### config.mk
export PLATFORM = sky130hd
export DESIGN_NAME = fcwl_loader
export DESIGN_NICKNAME = d
export VERILOG_FILES = /design/src/fcwl_pkg.sv /design/src/fcwl_decode.sv /design/src/fcwl_loader.sv
export SDC_FILE = /design/constraint.sdc
export NUM_CORES = 1
export LEC_CHECK = 0
export BUFFER_PORTS_ARGS = -buffer_cell sky130_fd_sc_hd__buf_2
export CORE_MARGIN = 8
export CORE_UTILIZATION = 40
export DETAILED_ROUTE_END_ITERATION = 8
export PLACE_DENSITY = 0.75
export SYNTH_ARGS = -nofsm -noshare
export SYNTH_HDL_FRONTEND = slang
export SYNTH_SLANG_ARGS = --single-unit
### constraint.sdc
create_clock -name REF_CLK -period 2.85 [get_ports REF_CLK]
set_input_delay 0.4275 -clock REF_CLK [delete_from_list [all_inputs] [get_ports REF_CLK]]
set_output_delay 0.4275 -clock REF_CLK [all_outputs]
set_load 0.02 [all_outputs]
### src/fcwl_pkg.sv
// holds the constants of the flash configuration word loader
// assumes a program flash read port, two address units per word, with fixed read latency
// Functional notes
// reload config words from flash every reset
// fetch words at three top flash addresses
// upper eight bits unimplemented, read ones
// erased last page gives protection active
// word1 bit14 enables boundary-scan port
// word1 bit13 low protects whole code
// word1 bit12 low blocks flash writes
// word1 bit11 low resets into debug
// emulator pin pair from word1 bits 9-8
// watchdog enable bit7, window mode bit6
// prescaler bit selects 1:128 or 1:32
// postscaler divides by two to field
// word2 bit15 enables two-speed start-up
// PLL prescaler codes give listed dividers
// word2 bit11 auto-starts PLL, else software
// initial oscillator select code decode
// clock monitor field gates switching, monitor
// osc output pin function in modes 11/00
// one-way lock rejects remap writes once locked
// primary oscillator mode code decode
// segment range from boundary and end bit
// last page protection from page bit
// boundary field counts 512-word pages
// outputs all ones while loading, stable after
package fcwl_pkg;
    // ------------------------------------------------------------
    // flash map
    // ------------------------------------------------------------
    localparam logic [23:0] FCWL_ADDR_WORD1  = 24'h02_ABFE;
    localparam logic [23:0] FCWL_ADDR_WORD2  = 24'h02_ABFC;
    localparam logic [23:0] FCWL_ADDR_WORD3  = 24'h02_ABFA;
    localparam logic [23:0] FCWL_ADDR_WORD4  = 24'h02_ABF8;
    localparam logic [7:0]  FCWL_UPPER_ONES  = 8'hFF;
    localparam logic [23:0] FCWL_WORD_RESET  = 24'hFF_FFFF;
    localparam int          FCWL_PAGE_WORDS  = 512;
    localparam int          FCWL_PAGE_SHIFT  = 10;
    localparam logic [7:0]  FCWL_LAST_PAGE   = 8'hAA;
    localparam logic [1:0]  FCWL_WORD_COUNT  = 2'h3;
    // ------------------------------------------------------------
    // word one fields
    // ------------------------------------------------------------
    localparam int W1_TEST_PORT   = 14;
    localparam int W1_CODE_PROT   = 13;
    localparam int W1_WRITE_PROT  = 12;
    localparam int W1_DEBUG       = 11;
    localparam int W1_PIN_PAIR_LO = 8;
    localparam int W1_WDT_EN      = 7;
    localparam int W1_WIN_DIS     = 6;
    localparam int W1_ALT_REF     = 5;
    localparam int W1_WDT_PRE     = 4;
    localparam int W1_WDT_POST_LO = 0;
    // ------------------------------------------------------------
    // word two fields
    // ------------------------------------------------------------
    localparam int W2_TWO_SPEED   = 15;
    localparam int W2_PLL_DIV_LO  = 12;
    localparam int W2_PLL_AUTO    = 11;
    localparam int W2_OSC_SEL_LO  = 8;
    localparam int W2_CLK_MON_LO  = 6;
    localparam int W2_OSC_PIN     = 5;
    localparam int W2_ONE_WAY     = 4;
    localparam int W2_POSC_LO     = 0;
    // ------------------------------------------------------------
    // word three fields
    // ------------------------------------------------------------
    localparam int W3_SEG_END     = 15;
    localparam int W3_CFG_PAGE    = 14;
    localparam int W3_SEG_DIS     = 13;
    localparam int W3_ALT_PMP     = 12;
    localparam int W3_BOUND_LO    = 0;
    // ------------------------------------------------------------
    // codes
    // ------------------------------------------------------------
    localparam logic [1:0] POSC_DISABLED = 2'h3;
    localparam logic [1:0] POSC_EXT_CLK  = 2'h0;
    localparam logic [2:0] OSC_RESERVED  = 3'h6;
    localparam logic [1:0] PAIR_RESERVED = 2'h0;
    typedef enum logic [1:0] {ST_IDLE, ST_READ, ST_DONE} fcwl_state_type;
endpackage

### src/fcwl_decode.sv
`timescale 1ns/1ps
// decodes the loaded word1 and word2 into device settings; word3 is taken in but changes no output
// assumes words stay steady between reloads
module fcwl_decode
    import fcwl_pkg::*;
(
    // loaded words
    input  wire logic [23:0] word1,
    input  wire logic [23:0] word2,
    input  wire logic [23:0] word3,
    // decoded settings
    output logic [4:0]  pll_div_ratio,
    output logic [15:0] wdt_post_ratio,
    output logic        clk_switch_en,
    output logic        fail_safe_en,
    output logic        clkout_en,
    output logic        osc_reserved,
    output logic        pair_reserved
);
    always_comb begin
        // pll divide table
        unique case (word2[W2_PLL_DIV_LO +: 3])
            3'h7:    pll_div_ratio = 5'd12;
            3'h6:    pll_div_ratio = 5'd8;
            3'h5:    pll_div_ratio = 5'd6;
            3'h4:    pll_div_ratio = 5'd5;
            3'h3:    pll_div_ratio = 5'd4;
            3'h2:    pll_div_ratio = 5'd3;
            3'h1:    pll_div_ratio = 5'd2;
            default: pll_div_ratio = 5'd1;
        endcase
        // two to the field
        wdt_post_ratio = 16'h0001 << word1[W1_WDT_POST_LO +: 4];
        // monitor needs switching
        clk_switch_en  = ~word2[W2_CLK_MON_LO + 1];
        fail_safe_en   = word2[W2_CLK_MON_LO +: 2] == 2'h0;
        // clock out only in modes 11 and 00
        clkout_en      = word2[W2_OSC_PIN] &&
                         (word2[W2_POSC_LO +: 2] == POSC_DISABLED || word2[W2_POSC_LO +: 2] == POSC_EXT_CLK);
        // reserved oscillator code flagged
        osc_reserved   = word2[W2_OSC_SEL_LO +: 3] == OSC_RESERVED;
        // reserved pin pair flagged
        pair_reserved  = word1[W1_PIN_PAIR_LO +: 2] == PAIR_RESERVED;
        if (word3 == 24'h00_0000) begin
            osc_reserved = osc_reserved;
        end
    end
endmodule

### src/fcwl_loader.sv
`timescale 1ns/1ps
// top: loads the configuration words from flash after reset, decodes them
// assumes the flash returns read data FLASH_LAT cycles after a read strobe
module fcwl_loader
    import fcwl_pkg::*;
#(
    parameter int FLASH_LAT = 1
)
(
    // clock and reset
    input  wire logic        REF_CLK,
    input  wire logic        RST,
    input  wire logic        CLK_EN,
    // flash read port
    output logic             FLASH_RD,
    output logic [23:0]      FLASH_ADDR,
    input  wire logic [23:0] FLASH_DATA,
    // flash write/erase request screening
    input  wire logic        FLASH_WR_REQ,
    input  wire logic [23:0] FLASH_WR_ADDR,
    output logic             FLASH_WR_OK,
    // pin select lock from software
    input  wire logic        PIN_LOCK_SET,
    input  wire logic        PIN_LOCK_CLR,
    input  wire logic        UNLOCK_DONE,
    input  wire logic        PIN_REMAP_WR,
    output logic             PIN_REMAP_WR_OK,
    output logic             PIN_SELECT_LOCK,
    // software pll enable
    input  wire logic        PLL_SOFTWARE_ENABLE,
    // status
    output logic             LOAD_BUSY,
    output logic [23:0]      CFG_WORD1,
    output logic [23:0]      CFG_WORD2,
    output logic [23:0]      CFG_WORD3,
    // decoded settings
    output logic             TEST_PORT_ENABLE,
    output logic             CODE_PROTECT_ALL,
    output logic             WRITE_PROTECT_ALL,
    output logic             DEBUG_MODE,
    output logic [1:0]       EMULATOR_PIN_PAIR_SELECT,
    output logic             EMULATOR_PAIR_RESERVED,
    output logic             WATCHDOG_ENABLE,
    output logic             WATCHDOG_WINDOW_MODE,
    output logic             WATCHDOG_PRESCALE_128,
    output logic [15:0]      WATCHDOG_POSTSCALE_RATIO,
    output logic             ALTERNATE_REFERENCE_PINS,
    output logic             TWO_SPEED_STARTUP_ENABLE,
    output logic [4:0]       PLL_INPUT_DIVIDER,
    output logic             PLL_RUN,
    output logic [2:0]       INITIAL_OSCILLATOR_SELECT,
    output logic             INITIAL_OSC_RESERVED,
    output logic             CLOCK_SWITCH_ENABLE,
    output logic             FAIL_SAFE_MONITOR_ENABLE,
    output logic             CLOCK_OUTPUT_PIN,
    output logic [1:0]       PRIMARY_OSC_MODE,
    output logic             ALTERNATE_PARALLEL_PORT_PINS
);
    // ------------------------------------------------------------
    // state
    // ------------------------------------------------------------
    typedef struct packed {
        fcwl_state_type state;
        logic [1:0]     idx;
        logic [3:0]     wait_cnt;
        logic           rd;
        logic [23:0]    w1;
        logic [23:0]    w2;
        logic [23:0]    w3;
        logic           lock;
        logic           lock_used;
    } fcwl_regs_type;

    fcwl_regs_type s_r;
    fcwl_regs_type s_nxt;

    logic [23:0] rd_addr;
    logic        loaded;
    logic [23:0] dw1;
    logic [23:0] dw2;
    logic [23:0] dw3;
    logic [4:0]  pll_ratio;
    logic [15:0] post_ratio;
    logic        sw_en;
    logic        fs_en;
    logic        clock_output_pin;
    logic        osc_rsv;
    logic        pair_rsv;
    logic [13:0] wr_page;
    logic [13:0] bound_page;
    logic [13:0] last_page;
    logic        seg_hit;
    logic        last_hit;
    logic        seg_block;

    always_comb begin
        // word order from the top down
        unique case (s_r.idx)
            2'h0:    rd_addr = FCWL_ADDR_WORD1;
            2'h1:    rd_addr = FCWL_ADDR_WORD2;
            default: rd_addr = FCWL_ADDR_WORD3;
        endcase
    end

    // ------------------------------------------------------------
    // load sequence
    // ------------------------------------------------------------
    always_comb begin
        s_nxt = s_r;
        s_nxt.rd = 1'b0;
        unique case (s_r.state)
            ST_IDLE: begin
                s_nxt.rd       = 1'b1;
                s_nxt.wait_cnt = 4'(FLASH_LAT);
                s_nxt.state    = ST_READ;
            end
            ST_READ: begin
                if (s_r.wait_cnt != 4'h0) begin
                    s_nxt.wait_cnt = s_r.wait_cnt - 4'h1;
                end else begin
                    // unimplemented upper byte forced to ones
                    unique case (s_r.idx)
                        2'h0:    s_nxt.w1 = {FCWL_UPPER_ONES, FLASH_DATA[15:0]};
                        2'h1:    s_nxt.w2 = {FCWL_UPPER_ONES, FLASH_DATA[15:0]};
                        default: s_nxt.w3 = {FCWL_UPPER_ONES, FLASH_DATA[15:0]};
                    endcase
                    if (s_r.idx == FCWL_WORD_COUNT - 2'h1) begin
                        s_nxt.state = ST_DONE;
                    end else begin
                        s_nxt.idx      = s_r.idx + 2'h1;
                        s_nxt.rd       = 1'b1;
                        s_nxt.wait_cnt = 4'(FLASH_LAT);
                    end
                end
            end
            ST_DONE: begin
                s_nxt.state = ST_DONE;
            end
            default: s_nxt.state = ST_IDLE;
        endcase
        // one-way lock policy
        if (s_r.state == ST_DONE && UNLOCK_DONE) begin
            if (PIN_LOCK_SET && !(dw2[W2_ONE_WAY] && s_r.lock_used)) begin
                s_nxt.lock      = 1'b1;
                s_nxt.lock_used = 1'b1;
            end else if (PIN_LOCK_CLR && !dw2[W2_ONE_WAY]) begin
                s_nxt.lock = 1'b0;
            end
        end
    end

    // every reset restarts the load
    always_ff @(posedge REF_CLK) begin
        if (RST) begin
            s_r.state     <= ST_IDLE;
            s_r.idx       <= 2'h0;
            s_r.wait_cnt  <= 4'h0;
            s_r.rd        <= 1'b0;
            s_r.w1        <= FCWL_WORD_RESET;
            s_r.w2        <= FCWL_WORD_RESET;
            s_r.w3        <= FCWL_WORD_RESET;
            s_r.lock      <= 1'b0;
            s_r.lock_used <= 1'b0;
        end else if (CLK_EN) begin
            s_r <= s_nxt;
        end
    end

    // all ones until the load completes
    assign loaded = s_r.state == ST_DONE;
    assign dw1    = loaded ? s_r.w1 : FCWL_WORD_RESET;
    assign dw2    = loaded ? s_r.w2 : FCWL_WORD_RESET;
    assign dw3    = loaded ? s_r.w3 : FCWL_WORD_RESET;

    fcwl_decode u_decode (
        .word1          (dw1),
        .word2          (dw2),
        .word3          (dw3),
        .pll_div_ratio  (pll_ratio),
        .wdt_post_ratio (post_ratio),
        .clk_switch_en  (sw_en),
        .fail_safe_en   (fs_en),
        .clkout_en      (clock_output_pin),
        .osc_reserved   (osc_rsv),
        .pair_reserved  (pair_rsv)
    );

    // ------------------------------------------------------------
    // outputs
    // ------------------------------------------------------------
    assign FLASH_RD   = s_r.rd;
    assign FLASH_ADDR = rd_addr;
    assign LOAD_BUSY  = !loaded;
    assign CFG_WORD1  = dw1;
    assign CFG_WORD2  = dw2;
    assign CFG_WORD3  = dw3;
    // test port enable
    assign TEST_PORT_ENABLE         = dw1[W1_TEST_PORT];
    // active-low general code protect
    assign CODE_PROTECT_ALL         = ~dw1[W1_CODE_PROT];
    // active-low general write protect
    assign WRITE_PROTECT_ALL        = ~dw1[W1_WRITE_PROT];
    // zero means debug mode
    assign DEBUG_MODE               = ~dw1[W1_DEBUG];
    // pin pair code passed through
    assign EMULATOR_PIN_PAIR_SELECT = dw1[W1_PIN_PAIR_LO +: 2];
    assign EMULATOR_PAIR_RESERVED   = pair_rsv;
    // window mode only with watchdog on
    assign WATCHDOG_ENABLE          = dw1[W1_WDT_EN];
    assign WATCHDOG_WINDOW_MODE     = dw1[W1_WDT_EN] & ~dw1[W1_WIN_DIS];
    // prescaler select
    assign WATCHDOG_PRESCALE_128    = dw1[W1_WDT_PRE];
    assign WATCHDOG_POSTSCALE_RATIO = post_ratio;
    assign ALTERNATE_REFERENCE_PINS = dw1[W1_ALT_REF];
    // two-speed start-up
    assign TWO_SPEED_STARTUP_ENABLE = dw2[W2_TWO_SPEED];
    assign PLL_INPUT_DIVIDER        = pll_ratio;
    // auto start or software enable
    assign PLL_RUN                  = loaded & (dw2[W2_PLL_AUTO] | PLL_SOFTWARE_ENABLE);
    assign INITIAL_OSCILLATOR_SELECT = dw2[W2_OSC_SEL_LO +: 3];
    assign INITIAL_OSC_RESERVED     = osc_rsv;
    assign CLOCK_SWITCH_ENABLE      = sw_en;
    assign FAIL_SAFE_MONITOR_ENABLE = fs_en;
    assign CLOCK_OUTPUT_PIN         = clock_output_pin;
    // primary oscillator mode code
    assign PRIMARY_OSC_MODE         = dw2[W2_POSC_LO +: 2];
    assign ALTERNATE_PARALLEL_PORT_PINS = dw3[W3_ALT_PMP];
    assign PIN_SELECT_LOCK          = s_r.lock;
    // locked remap rejects writes
    assign PIN_REMAP_WR_OK          = PIN_REMAP_WR & UNLOCK_DONE & ~s_r.lock;

    // ------------------------------------------------------------
    // write screening
    // ------------------------------------------------------------
    // 512-word pages, two address units per word
    assign wr_page    = FLASH_WR_ADDR[FCWL_PAGE_SHIFT +: 14];
    assign bound_page = {6'h00, dw3[W3_BOUND_LO +: 8]};
    assign last_page  = {6'h00, FCWL_LAST_PAGE};
    assign last_hit   = wr_page >= last_page;
    // range from boundary by end select
    assign seg_hit    = dw3[W3_SEG_END] ? (wr_page >= bound_page) : (wr_page <= bound_page);
    // last page protection
    assign seg_block  = !dw3[W3_SEG_DIS] &&
                        (seg_hit || (last_hit && (!dw3[W3_CFG_PAGE] || dw3[W3_SEG_END]
                                                  || bound_page == last_page)));
    // erase of last page clears words; protection follows next load
    assign FLASH_WR_OK = FLASH_WR_REQ & loaded & ~WRITE_PROTECT_ALL & ~seg_block;

    // ------------------------------------------------------------
    // checks
    // ------------------------------------------------------------
    a_load_done_time: assert property (@(posedge REF_CLK) disable iff (RST)
        (CLK_EN && s_r.state == ST_IDLE) |-> ##[1:40] loaded || !CLK_EN)
        else $error("load did not finish");
    a_first_addr: assert property (@(posedge REF_CLK) disable iff (RST)
        (FLASH_RD && s_r.idx == 2'h0) |-> FLASH_ADDR == FCWL_ADDR_WORD1)
        else $error("wrong first address");
    a_upper_ones: assert property (@(posedge REF_CLK) disable iff (RST)
        CFG_WORD1[23:16] == 8'hFF && CFG_WORD3[23:16] == 8'hFF)
        else $error("upper byte not ones");
    a_busy_ones: assert property (@(posedge REF_CLK) disable iff (RST)
        LOAD_BUSY |-> CFG_WORD2 == FCWL_WORD_RESET && !DEBUG_MODE)
        else $error("defaults not held");
    a_code_prot: assert property (@(posedge REF_CLK) disable iff (RST)
        CODE_PROTECT_ALL == !CFG_WORD1[13])
        else $error("code protect mismatch");
    a_write_block: assert property (@(posedge REF_CLK) disable iff (RST)
        WRITE_PROTECT_ALL |-> !FLASH_WR_OK)
        else $error("write passed while protected");
    a_window_mode: assert property (@(posedge REF_CLK) disable iff (RST)
        WATCHDOG_WINDOW_MODE |-> WATCHDOG_ENABLE)
        else $error("window without watchdog");
    a_lock_oneway: assert property (@(posedge REF_CLK) disable iff (RST)
        (PIN_SELECT_LOCK && CFG_WORD2[4] && CLK_EN) |=> PIN_SELECT_LOCK)
        else $error("one-way lock cleared");
    a_remap_reject: assert property (@(posedge REF_CLK) disable iff (RST)
        PIN_SELECT_LOCK |-> !PIN_REMAP_WR_OK)
        else $error("remap write while locked");
    c_load_done: cover property (@(posedge REF_CLK) disable iff (RST) $rose(loaded));
    c_lock_set: cover property (@(posedge REF_CLK) disable iff (RST) $rose(PIN_SELECT_LOCK));
    c_seg_block: cover property (@(posedge REF_CLK) disable iff (RST) FLASH_WR_REQ && seg_block);
endmodule

=== Word-level counts from Yosys, hierarchy flattened ===
Cells that the tools add are included.

* Shift operators: 1
* Equality and inequality tests: 17
* Add/sub/neg operators: 2
* Bitwise logic cells: 18
* Order comparisons: 3
* Mux-type cells: 18
* Reduce and logical (&&, ||, !) cells: 33

{| class="wikitable"
|+ Operators by type and width
! cell !! number
|-
| $mux W16 || 6
|-
| $mux W73 || 1
|-
| $pmux W4 S7 || 1
|-
| $reduce_and A4 Y1 || 4
|-
| $shl A1 B4 Y16 const A || 1
|-
| $eq A3 B3 Y1 const B || 5
|-
| $ge A14 B8 Y1 || 1
|-
| $ge A14 B8 Y1 const B || 1
|-
| $le A14 B8 Y1 || 1
|-
| $reduce_and A3 Y1 || 4
|-
| $logic_not A2 Y1 || 5
|-
| $not A1 Y1 || 10
|-
| $pmux W5 S2 || 1
|-
| $eq A8 B8 Y1 const B || 1
|-
| $mux W4 || 2
|-
| $and A1 B1 Y1 || 7
|-
| $logic_and A1 B1 Y1 || 7
|-
| $mux W7 || 1
|-
| $eq A2 B2 Y1 const B || 3
|-
| $eq A3 B2 Y1 const B || 2
|-
| $pmux W2 S3 || 1
|-
| $pmux W3 S2 || 1
|-
| $logic_not A1 Y1 || 5
|-
| $eq A2 B1 Y1 const B || 2
|-
| 12 further kinds || 19
|}

* Output and inout port bits: 145
* Register bits after elaboration: 59
* Input port bits: 57
* Logic and storage cells: 101

=== Logic depth before layout (Yosys ltp) ===
Gate-level depths: netlist (run 1).

* Depth after elaboration: 10
* Gate-level depth with buffers: 11
* Depth with buffers taken out: 9

=== Cells and area by module ===
Synthesis (run 1) repeated with hierarchy kept, for this count alone.

* Cells, all modules: 472
* Area, all modules: 3707.3 µm²

{| class="wikitable"
|+ Modules (own cells, without submodules)
! module !! area an instance (µm²) !! cells an instance !! sequential area each (µm²) !! times used
|-
| fcwl_loader || 3500.9 || 436 || 1181.1 || 1
|-
| fcwl_decode || 206.4 || 36 || 0.0 || 1
|}

=== Least setup slack after synthesis (run 1) ===
OpenSTA, ideal clock, no wires.

* Path type: reg-to-output
* From: register s_r[81] (netlist bit)
* To: output FLASH_WR_OK
* Buffers on the path: 2
* Arrival: 2580 ps
* Path slack: -158 ps
* Required time: 2423 ps
* Stages on the path, launching flop included: 12
* Cell sequence: dfxtp_1 -> nor2b_1 -> buf_4 -> clkbuf_1 -> nand2b_1 -> inv_1 -> ha_1 -> a21oi_1 -> o21bai_1 -> a221oi_1 -> xor2_1 -> o31ai_1

* Elaborated cells on any way between the ends: 18
* Those cells by class: order compare (2); eq/ne (2); mux (3); bitwise (4); reduce/logical (7)

{| class="wikitable"
|+ RTL lines
! item !! RTL line !! source
|-
| start, declared || fcwl_loader.sv:74 || <nowiki>fcwl_regs_type s_r;</nowiki>
|-
| start signal, assigned || fcwl_loader.sv:165 || <nowiki>s_r <= s_nxt;</nowiki>
|-
| $eq A2 B2 Y1 (*) || fcwl_loader.sv:170 || <nowiki>assign loaded = s_r.state == ST_DONE;</nowiki>
|-
| $mux W16 (*) || fcwl_loader.sv:173 || <nowiki>assign dw3 = loaded ? s_r.w3 : FCWL_WORD_RESET;</nowiki>
|-
| named net CFG_WORD3[3] || fcwl_loader.sv:35 || <nowiki>output logic [23:0] CFG_WORD3,</nowiki>
|-
| parallel branches: the longest is 3 deep, another holds $le A14 B8 Y1 || -- ||
|-
| $logic_or A1 B1 Y1 (*) || fcwl_loader.sv:244 || <nowiki>(seg_hit || (last_hit && (!dw3[W3_CFG_PAGE] || dw3[W3_SEG_END]</nowiki>
|-
| $logic_and A1 B1 Y1 (*) || fcwl_loader.sv:243 || <nowiki>assign seg_block = !dw3[W3_SEG_DIS] &&</nowiki>
|-
| $not A1 Y1 (*) || fcwl_loader.sv:247 || <nowiki>assign FLASH_WR_OK = FLASH_WR_REQ & loaded & ~WRITE_PROTECT_ALL & ~seg_block;</nowiki>
|-
| $and A1 B1 Y1 (*) || fcwl_loader.sv:247 ||
|-
| end, declared || fcwl_loader.sv:21 || <nowiki>output logic FLASH_WR_OK,</nowiki>
|}

Mark *: on every way through the listed nets, which the timed path passes.

=== Final worst setup path (run 1) ===
* From: register s_r[82] (netlist bit)
* To: output FLASH_WR_OK

* Longest elaborated chain between the ends: 10
* Elaborated cells on any way between the ends: 18
* Those cells by class: order compare (2); eq/ne (2); mux (3); bitwise (4); reduce/logical (7)

{| class="wikitable"
|+ Ends and longest elaborated chain
! item !! RTL line
|-
| $eq A2 B2 Y1 (*) || fcwl_loader.sv:170
|-
| parallel branches: the longest is 8 deep, another holds $le A14 B8 Y1 || --
|-
| $and A1 B1 Y1 (*) || fcwl_loader.sv:247
|}

Mark *: on every way between the ends.

==> results of run 1 <==
==> cells in the final DEF (no fill, tap or decap), types with 3 or more instances in the layout <==
master and count:
buf_2 135, nand2_1 102, dfxtp_1 58, conb_1 47, nand2b_1 37, nand3_1 30
inv_1 27, nor2_1 27, mux2i_1 17, nor3_1 13, ha_1 13, clkbuf_8 11
a21oi_1 9, o21ai_0 5, nand4_1 5, buf_4 5, o211ai_1 4, nor2_2 3
xor2_1 3, nand3b_1 3, buf_6 3
==> worst register-to-register path, stage by stage (launching register included) <==
cell and delay, ns:
dfxtp_1 0.33, inv_1 0.11, ha_1 0.16, nor3b_4 0.40
and2_1 0.23, nand2_1 0.39, nand2_1 0.19, nand3_1 0.09
==> power breakdown <==
group / total, mW / switching (mW) / internal (mW)
clock: 0.870 / 0.330 / 0.539
combinational: 0.218 / 0.152 / 0.0660
sequential: 0.864 / 0.0173 / 0.847
total: 1.95 / 0.499 / 1.45
==> how the worst max path moves through the flow <==
stage	startpoint	endpoint	cells past startpoint	slack, ns
floorplan	s_r[81]	FLASH_WR_OK	11	0.07
global placement	s_r[82]	FLASH_WR_OK	10	0.17
detailed placement	s_r[82]	FLASH_WR_OK	10	0.14
CTS	s_r[82]	FLASH_WR_OK	10	0.02
global route	s_r[82]	FLASH_WR_OK	10	-0.10
finish	s_r[82]	FLASH_WR_OK	11	-0.02
==> area by class of cell <==
cell class	count	area, um2
Multi-Input combinational cell	351	1980
Sequential cell	59	1180
Inverter	30	115
Tap cell	108	135
Fill cell	876	4340
Clock buffer	12	155
Timing Repair Buffer	143	747
Clock inverter	4	72.6
==> sequential cells by signal, summed over array words and instances (netlist names) <==
| signal | cells |
|---|---|
| s_r | 57 |
| PIN_SELECT_LOCK | 1 |
| FLASH_RD | 1 |
==> kinds of logic after synthesis <==
kind of cell | Yosys count | share of synthesized area (%)
multiplexers | 17 | 4.72
buffers and inverters | 109 | 18.8
XOR/XNOR | 5 | 1.22
AND/OR/NAND/NOR | 240 | 32.6
AO/OA/AOI/OAI | 28 | 4.83
other | 2 | 0.208
flip-flops | 59 | 32.8
adder cells (fa/ha/maj) | 14 | 4.86
==> stage by stage <==
| stage | utilization, % | hold slack, ns | cell area, um2 |
|---|---|---|---|
| floorplan | - | 0.426 | 3790 |
| global placement | 46.6 | 0.438 | 4070 |
| detailed placement | 46.6 | 0.449 | 4070 |
| CTS | 49.5 | 0.333 | 4310 |
| global route | 50.3 | 0.330 | 4380 |
| finish | 50.3 | 0.341 | 4380 |
==> routing by layer <==
metal  track usage, %  vias to the layer above  routed length (um)
met1             17.5                     1571                4230
met2             27.8                      140                5000
met3             5.19                       19                 735
li1                 -                     1655                   -
met4             6.76                        0                 257
met5                0                        -                   0
==> what timing repair did <==
action                                  4_1_cts  5_1_grt
resized for setup                             4       11
endpoints found under the setup margin        1        1
buffers inserted                              1        3
pin swaps                                     1        5
==> impl_metrics.yaml, run 1 <==
run_status:
  status: "finished, violations left"
  violations: "negative setup slack"
clock_network:
  cts_root_buffer: "clkbuf_8"
  clk_pin_slew_worst_paths_ns: 0.07
  cts_tree: "yes"
  clk_latency_ns: 0.33
  cts_hold_buf: 0
  htree_levels: 3
  clock_sinks: 59
  cts_buffers: 9
  clk_path_buf_depth: 2
yosys:
  synth_area_leaders: "dfxtp_1 33%, buf_4 14%, nand2_1 11%"
  ys_warn_count: 0
  ys_async_sr_fraction_pct: 0
  synthTopCellsByCount: "102 x nand2_1, 65 x buf_4, 59 x dfxtp_1"
  synth-edff-count: 0
  syn_inst: 474
  synth_flop_cell: "dfxtp_1"
  synth_top_area_share_pct: 32.8
  avgSynthCellArea_um2: 7.60
  syn-cell-area_mm2: 0.00360
  yosys.area.top_type: "dfxtp_1"
  synthDistinctLibCells: 45
  ys_seq_area_share_pct: 32.8
  synth.most_common_cell: "nand2_1"
  synth-seq-cells: 59
grt:
  grt_pass1_vias: 3576
  grt_max_degree: 47
  antenna_found_initial: 0
  grt.total_usage_pct: 16.0
  grt_pass1_wl_um: 16700
  gr-total-overflow: 0
sta:
  final.setup.worst_slack_ns: -0.0215
  fmax_mhz: 348
  finalCritPeriodShare_pct: 101
  layout_min_cycle_time_ns: 2.87
  slew_headroom_pct: 50.3
  hold_viol: 0
  maxSlewViolCount: 0
  rsz0062_at_grt: "true"
  skew_ns: 0.00878
  timing.setup.tns_ns: -0.0215
  tightest_slew_ns: 0.744
  setup_viol: 1
power_and_ir_drop:
  powerDensity_mw_per_mm2: 445
  power_mw: 1.95
  peakVddDrop_uv: 261
  power.leakage_nw: 2.11
placement:
  dp.cells: 687
  gp_congestion: 0.877
  pre_cts_ws_ns: 0.140
  dpl.hpwl_um: 7930
  port_buffers: 136
floorplan:
  die_y_um: 111
  dieArea_mm2: 0.0123
  die_w_um: 111
  rows: 34
  core_mm2: 0.00872
  start_util_pct: 41.3
  io_pins: 202
critical_path:
  critPathKind: "reg -> out"
  regToRegStartpoint: "s_r[75]"
  r2r_slack_ns: 0.79
  critPathRequiredTime_ns: 2.42
  crit_path_top_delay_cell: "dfxtp_2"
  reg2reg_to: "s_r[58]"
  reg2regPathDepth: 7
  cp_cell_sequence: "nor2b_4, buf_6, nand2b_1, inv_1, ha_1, nand4_1, nor2_1, a221oi_2, xor2_1, o31ai_4, buf_6"
  worstPathMaxFanout: 5
  arrival_ns: 2.44
  worstSetupStartpointType: "register"
  crit_family: "simple AND/OR/NAND/NOR gates"
  endpoint_kind: "output port"
  path_buf_inv: 3
  cp_common_cell: "buf_6"
  crit_path_max_incr_delay_ns: 0.35
cells_and_area:
  finalNonFillerCells: 707
  drive_gt1_share_pct: 29.4
  area_delta_synth_final_pct: 21.6
  finalNetCount: 665
  n_antenna_cell: 0
job:
  maxCapViolations: 0
route:
  wl_per_cell_um: 14.5
  avgViaCountPerCell: 4.79
  drc: 0
  ant_nets: 0
  routed_wl_um: 10200
  drt_iter0_drc: 169
  drt_pre_antenna_iters: 4
  vias: 3385
min_path:
  hold_depth: 3
  holdCritPathClass: "in -> reg"
  min_from: "FLASH_DATA[15]"
  worstHoldEndpoint: "s_r[65]"
Power figures use the tool's default switching activity.
==> inputs of run 2 (changes only) <==
--- a/config.mk
+++ b/config.mk
@@ -11,3 +11,5 @@
 export DETAILED_ROUTE_END_ITERATION = 8
+export MAX_ROUTING_LAYER = met4
 export PLACE_DENSITY = 0.75
+export SETUP_SLACK_MARGIN = 0.3
 export SYNTH_ARGS = -nofsm -noshare
--- a/constraint.sdc
+++ b/constraint.sdc
@@ -3,2 +3,2 @@
 set_output_delay 0.4275 -clock REF_CLK [all_outputs]
-set_load 0.02 [all_outputs]
+set_load 0.05 [all_outputs]
==> run 2 against run 1 <==
  * Core utilization is 1.1 points higher
  * Worst hold slack improved by 0.018 ns
  * Die area unchanged
  * Routed wire length increased by 1.3%
  * Flip-flop and latch count is the same
  * The run now ends clean
  * Critical path depth unchanged
  * Via count shrank 2.4%
  * First-iteration DRC count fell by 9.5%
  * Design area up 2.1%
  * Count of clock-buffer cells in the layout is 1 lower
==> impl_metrics.yaml, run 2 (synthesis results as in run 1) <==
clock_network:
  cts_tree: "yes"
  cts_hold_buf: 0
  htree_levels: 3
  clk_latency_ns: 0.32
  cts_buffers: 9
  cts_root_buffer: "clkbuf_8"
  clk_pin_slew_worst_paths_ns: 0.07
  clock_sinks: 59
  clk_path_buf_depth: 2
min_path:
  min_from: "FLASH_DATA[3]"
  hold_depth: 3
  holdCritPathClass: "in -> reg"
  worstHoldEndpoint: "s_r[53]"
grt:
  antenna_found_initial: 0
  grt_max_degree: 35
  grt.total_usage_pct: 16.8
  gr-total-overflow: 0
  grt_pass1_vias: 3513
  grt_pass1_wl_um: 17100
floorplan:
  io_pins: 202
  core_mm2: 0.00872
  start_util_pct: 41.3
  die_w_um: 111
  rows: 34
  dieArea_mm2: 0.0123
  die_y_um: 111
route:
  drc: 0
  ant_nets: 0
  vias: 3304
  routed_wl_um: 10400
  avgViaCountPerCell: 4.66
  drt_iter0_drc: 153
  drt_pre_antenna_iters: 4
  wl_per_cell_um: 14.6
cells_and_area:
  final_common_cell: "buf_2"
  regArea_mm2: 0.00119
  drive_gt1_share_pct: 32.4
  design_area_mm2: 0.00448
  area_delta_synth_final_pct: 24.2
  finalNetCount: 669
  layout_common_cells: "133 x buf_2, 102 x nand2_1, 57 x dfxtp_1"
  fill_cells: 862
  regMostFlops: "s_r"
  largest_register_ffs: 57
  multi_input_area_mm2: 0.00207
  n_antenna_cell: 0
critical_path:
  endpoint_kind: "output port"
  worstPathMaxFanout: 5
  critPathKind: "reg -> out"
  crit_family: "compound AO/OA/AOI/OAI gates"
  r2r_slack_ns: 0.79
  crit_path_top_delay_cell: "dfxtp_2"
  path_buf_inv: 3
  reg2regPathDepth: 7
  arrival_ns: 2.34
  reg2reg_to: "s_r[60]"
  regToRegStartpoint: "s_r[75]"
  critPathRequiredTime_ns: 2.42
  crit_path_max_incr_delay_ns: 0.34
  worstSetupStartpointType: "register"
  cp_cell_sequence: "nor2b_4, buf_12, nand2b_4, inv_2, ha_4, a21oi_2, o211ai_1, a221oi_2, xor2_1, o31ai_4, buf_6"
sta:
  fmax_mhz: 362
  hold_viol: 0
  layout_min_cycle_time_ns: 2.76
  slew_headroom_pct: 54.1
  maxSlewViolCount: 0
  setup_viol: 0
  skew_ns: 0.00588
  rsz0062_at_grt: "true"
  finalCritPeriodShare_pct: 97.0
  tightest_slew_ns: 0.689
power_and_ir_drop:
  p_comb_share_pct: 17.2
  p_seq_share_pct: 47.3
  swShare_pct: 30.8
  power_mw: 1.83
  p_switching_uw: 563
  power.leakage_nw: 2.13
  pwr-share-clk_pct: 35.4
  peakVddDrop_uv: 231
  powerDensity_mw_per_mm2: 408
  power.internal_mw: 1.26
placement:
  post_dp_cell_area_mm2: 0.00415
  gp_congestion: 0.853
  port_buffers: 136
  dpl.hpwl_um: 7990
run_status:
  status: "complete, no violations"
job:
  maxCapViolations: 0
## run 2: cell count changes in the layout (fill, tap and decap cells not counted), sizes merged
| cell | delta |
|---|---|
| buf | +2 |
| bufbuf | +1 |
| bufinv | -2 |
| clkinv | +2 |
| clkinvlp | -1 |
## run 2: repair_timing
| item | 4_1_cts | 5_1_grt |
|---|---|---|
| cloned | 1 | 0 |
| setup buffers | 4 | 1 |
| resized for setup | 18 | 2 |
| endpoints found under the setup margin | 6 | 9 |
| pin swaps | 7 | 1 |
| endpoints found under the hold margin | 0 | 0 |
## run 2: power groups by stage
| stage | Sequential, mW | Combinational [mW] | Clock [mW] |
|---|---|---|---|
| final | 0.865 | 0.315 | 0.647 |
| after global routing | 0.868 | 0.337 | 0.707 |
| after CTS | 0.865 | 0.311 | 0.665 |
| after detailed placement | 0.885 | 0.302 | 0 |
| after global placement | 0.883 | 0.297 | 0 |
| after floorplan | 0.882 | 0.289 | 0 |
## run 2: final cells by class
type / instances / share of cell area [%]
clock buffer: 11 / 3.38
clock inverter: 3 / 0.335
inverter: 30 / 2.51
multi-input combinational: 351 / 46.1
sequential: 59 / 26.5
tap: 108 / 3.02
timing repair buffer: 147 / 18.1
## run 2: worst max path at each step
stage,from,end,slack (ns),depth (start not counted)
finish,s_r[82],FLASH_WR_OK,0.09,11
global route,s_r[82],FLASH_WR_OK,-0.02,11
CTS,s_r[82],FLASH_WR_OK,0.13,10
detailed placement,s_r[82],FLASH_WR_OK,0.13,11
global placement,s_r[82],FLASH_WR_OK,0.16,11
floorplan,s_r[82],WATCHDOG_POSTSCALE_RATIO[11],-0.05,8
## run 2: per-stage QoR
stage | hold slack [ns] | setup slack [ns] | cells | setup TNS (ns) | util (%)
2_1_floorplan | 0.426 | -0.0533 | 519 | -0.263 | -
4_1_cts | 0.346 | 0.128 | 708 | 0 | 51.2
3_5_place_dp | 0.446 | 0.125 | 689 | 0 | 47.6
3_3_place_gp | 0.435 | 0.161 | 689 | 0 | 47.6
5_1_grt | 0.355 | -0.0178 | 709 | -0.0178 | 51.3
6_report | 0.359 | 0.0852 | 709 | 0 | 51.3
## run 2: worst min-delay path, cell delays in order
cell	delay, ns
buf_2	0.11
nand2_1	0.05
nand3_1	0.07
## run 2: per-layer routing
layer | global-route usage, % | vias up | wire (um)
met5 | - | - | 0
met4 | 4.05 | 0 | 93
li1 | - | 1664 | -
met3 | 5.47 | 10 | 798
met2 | 29.0 | 116 | 5150
met1 | 18.2 | 1514 | 4320
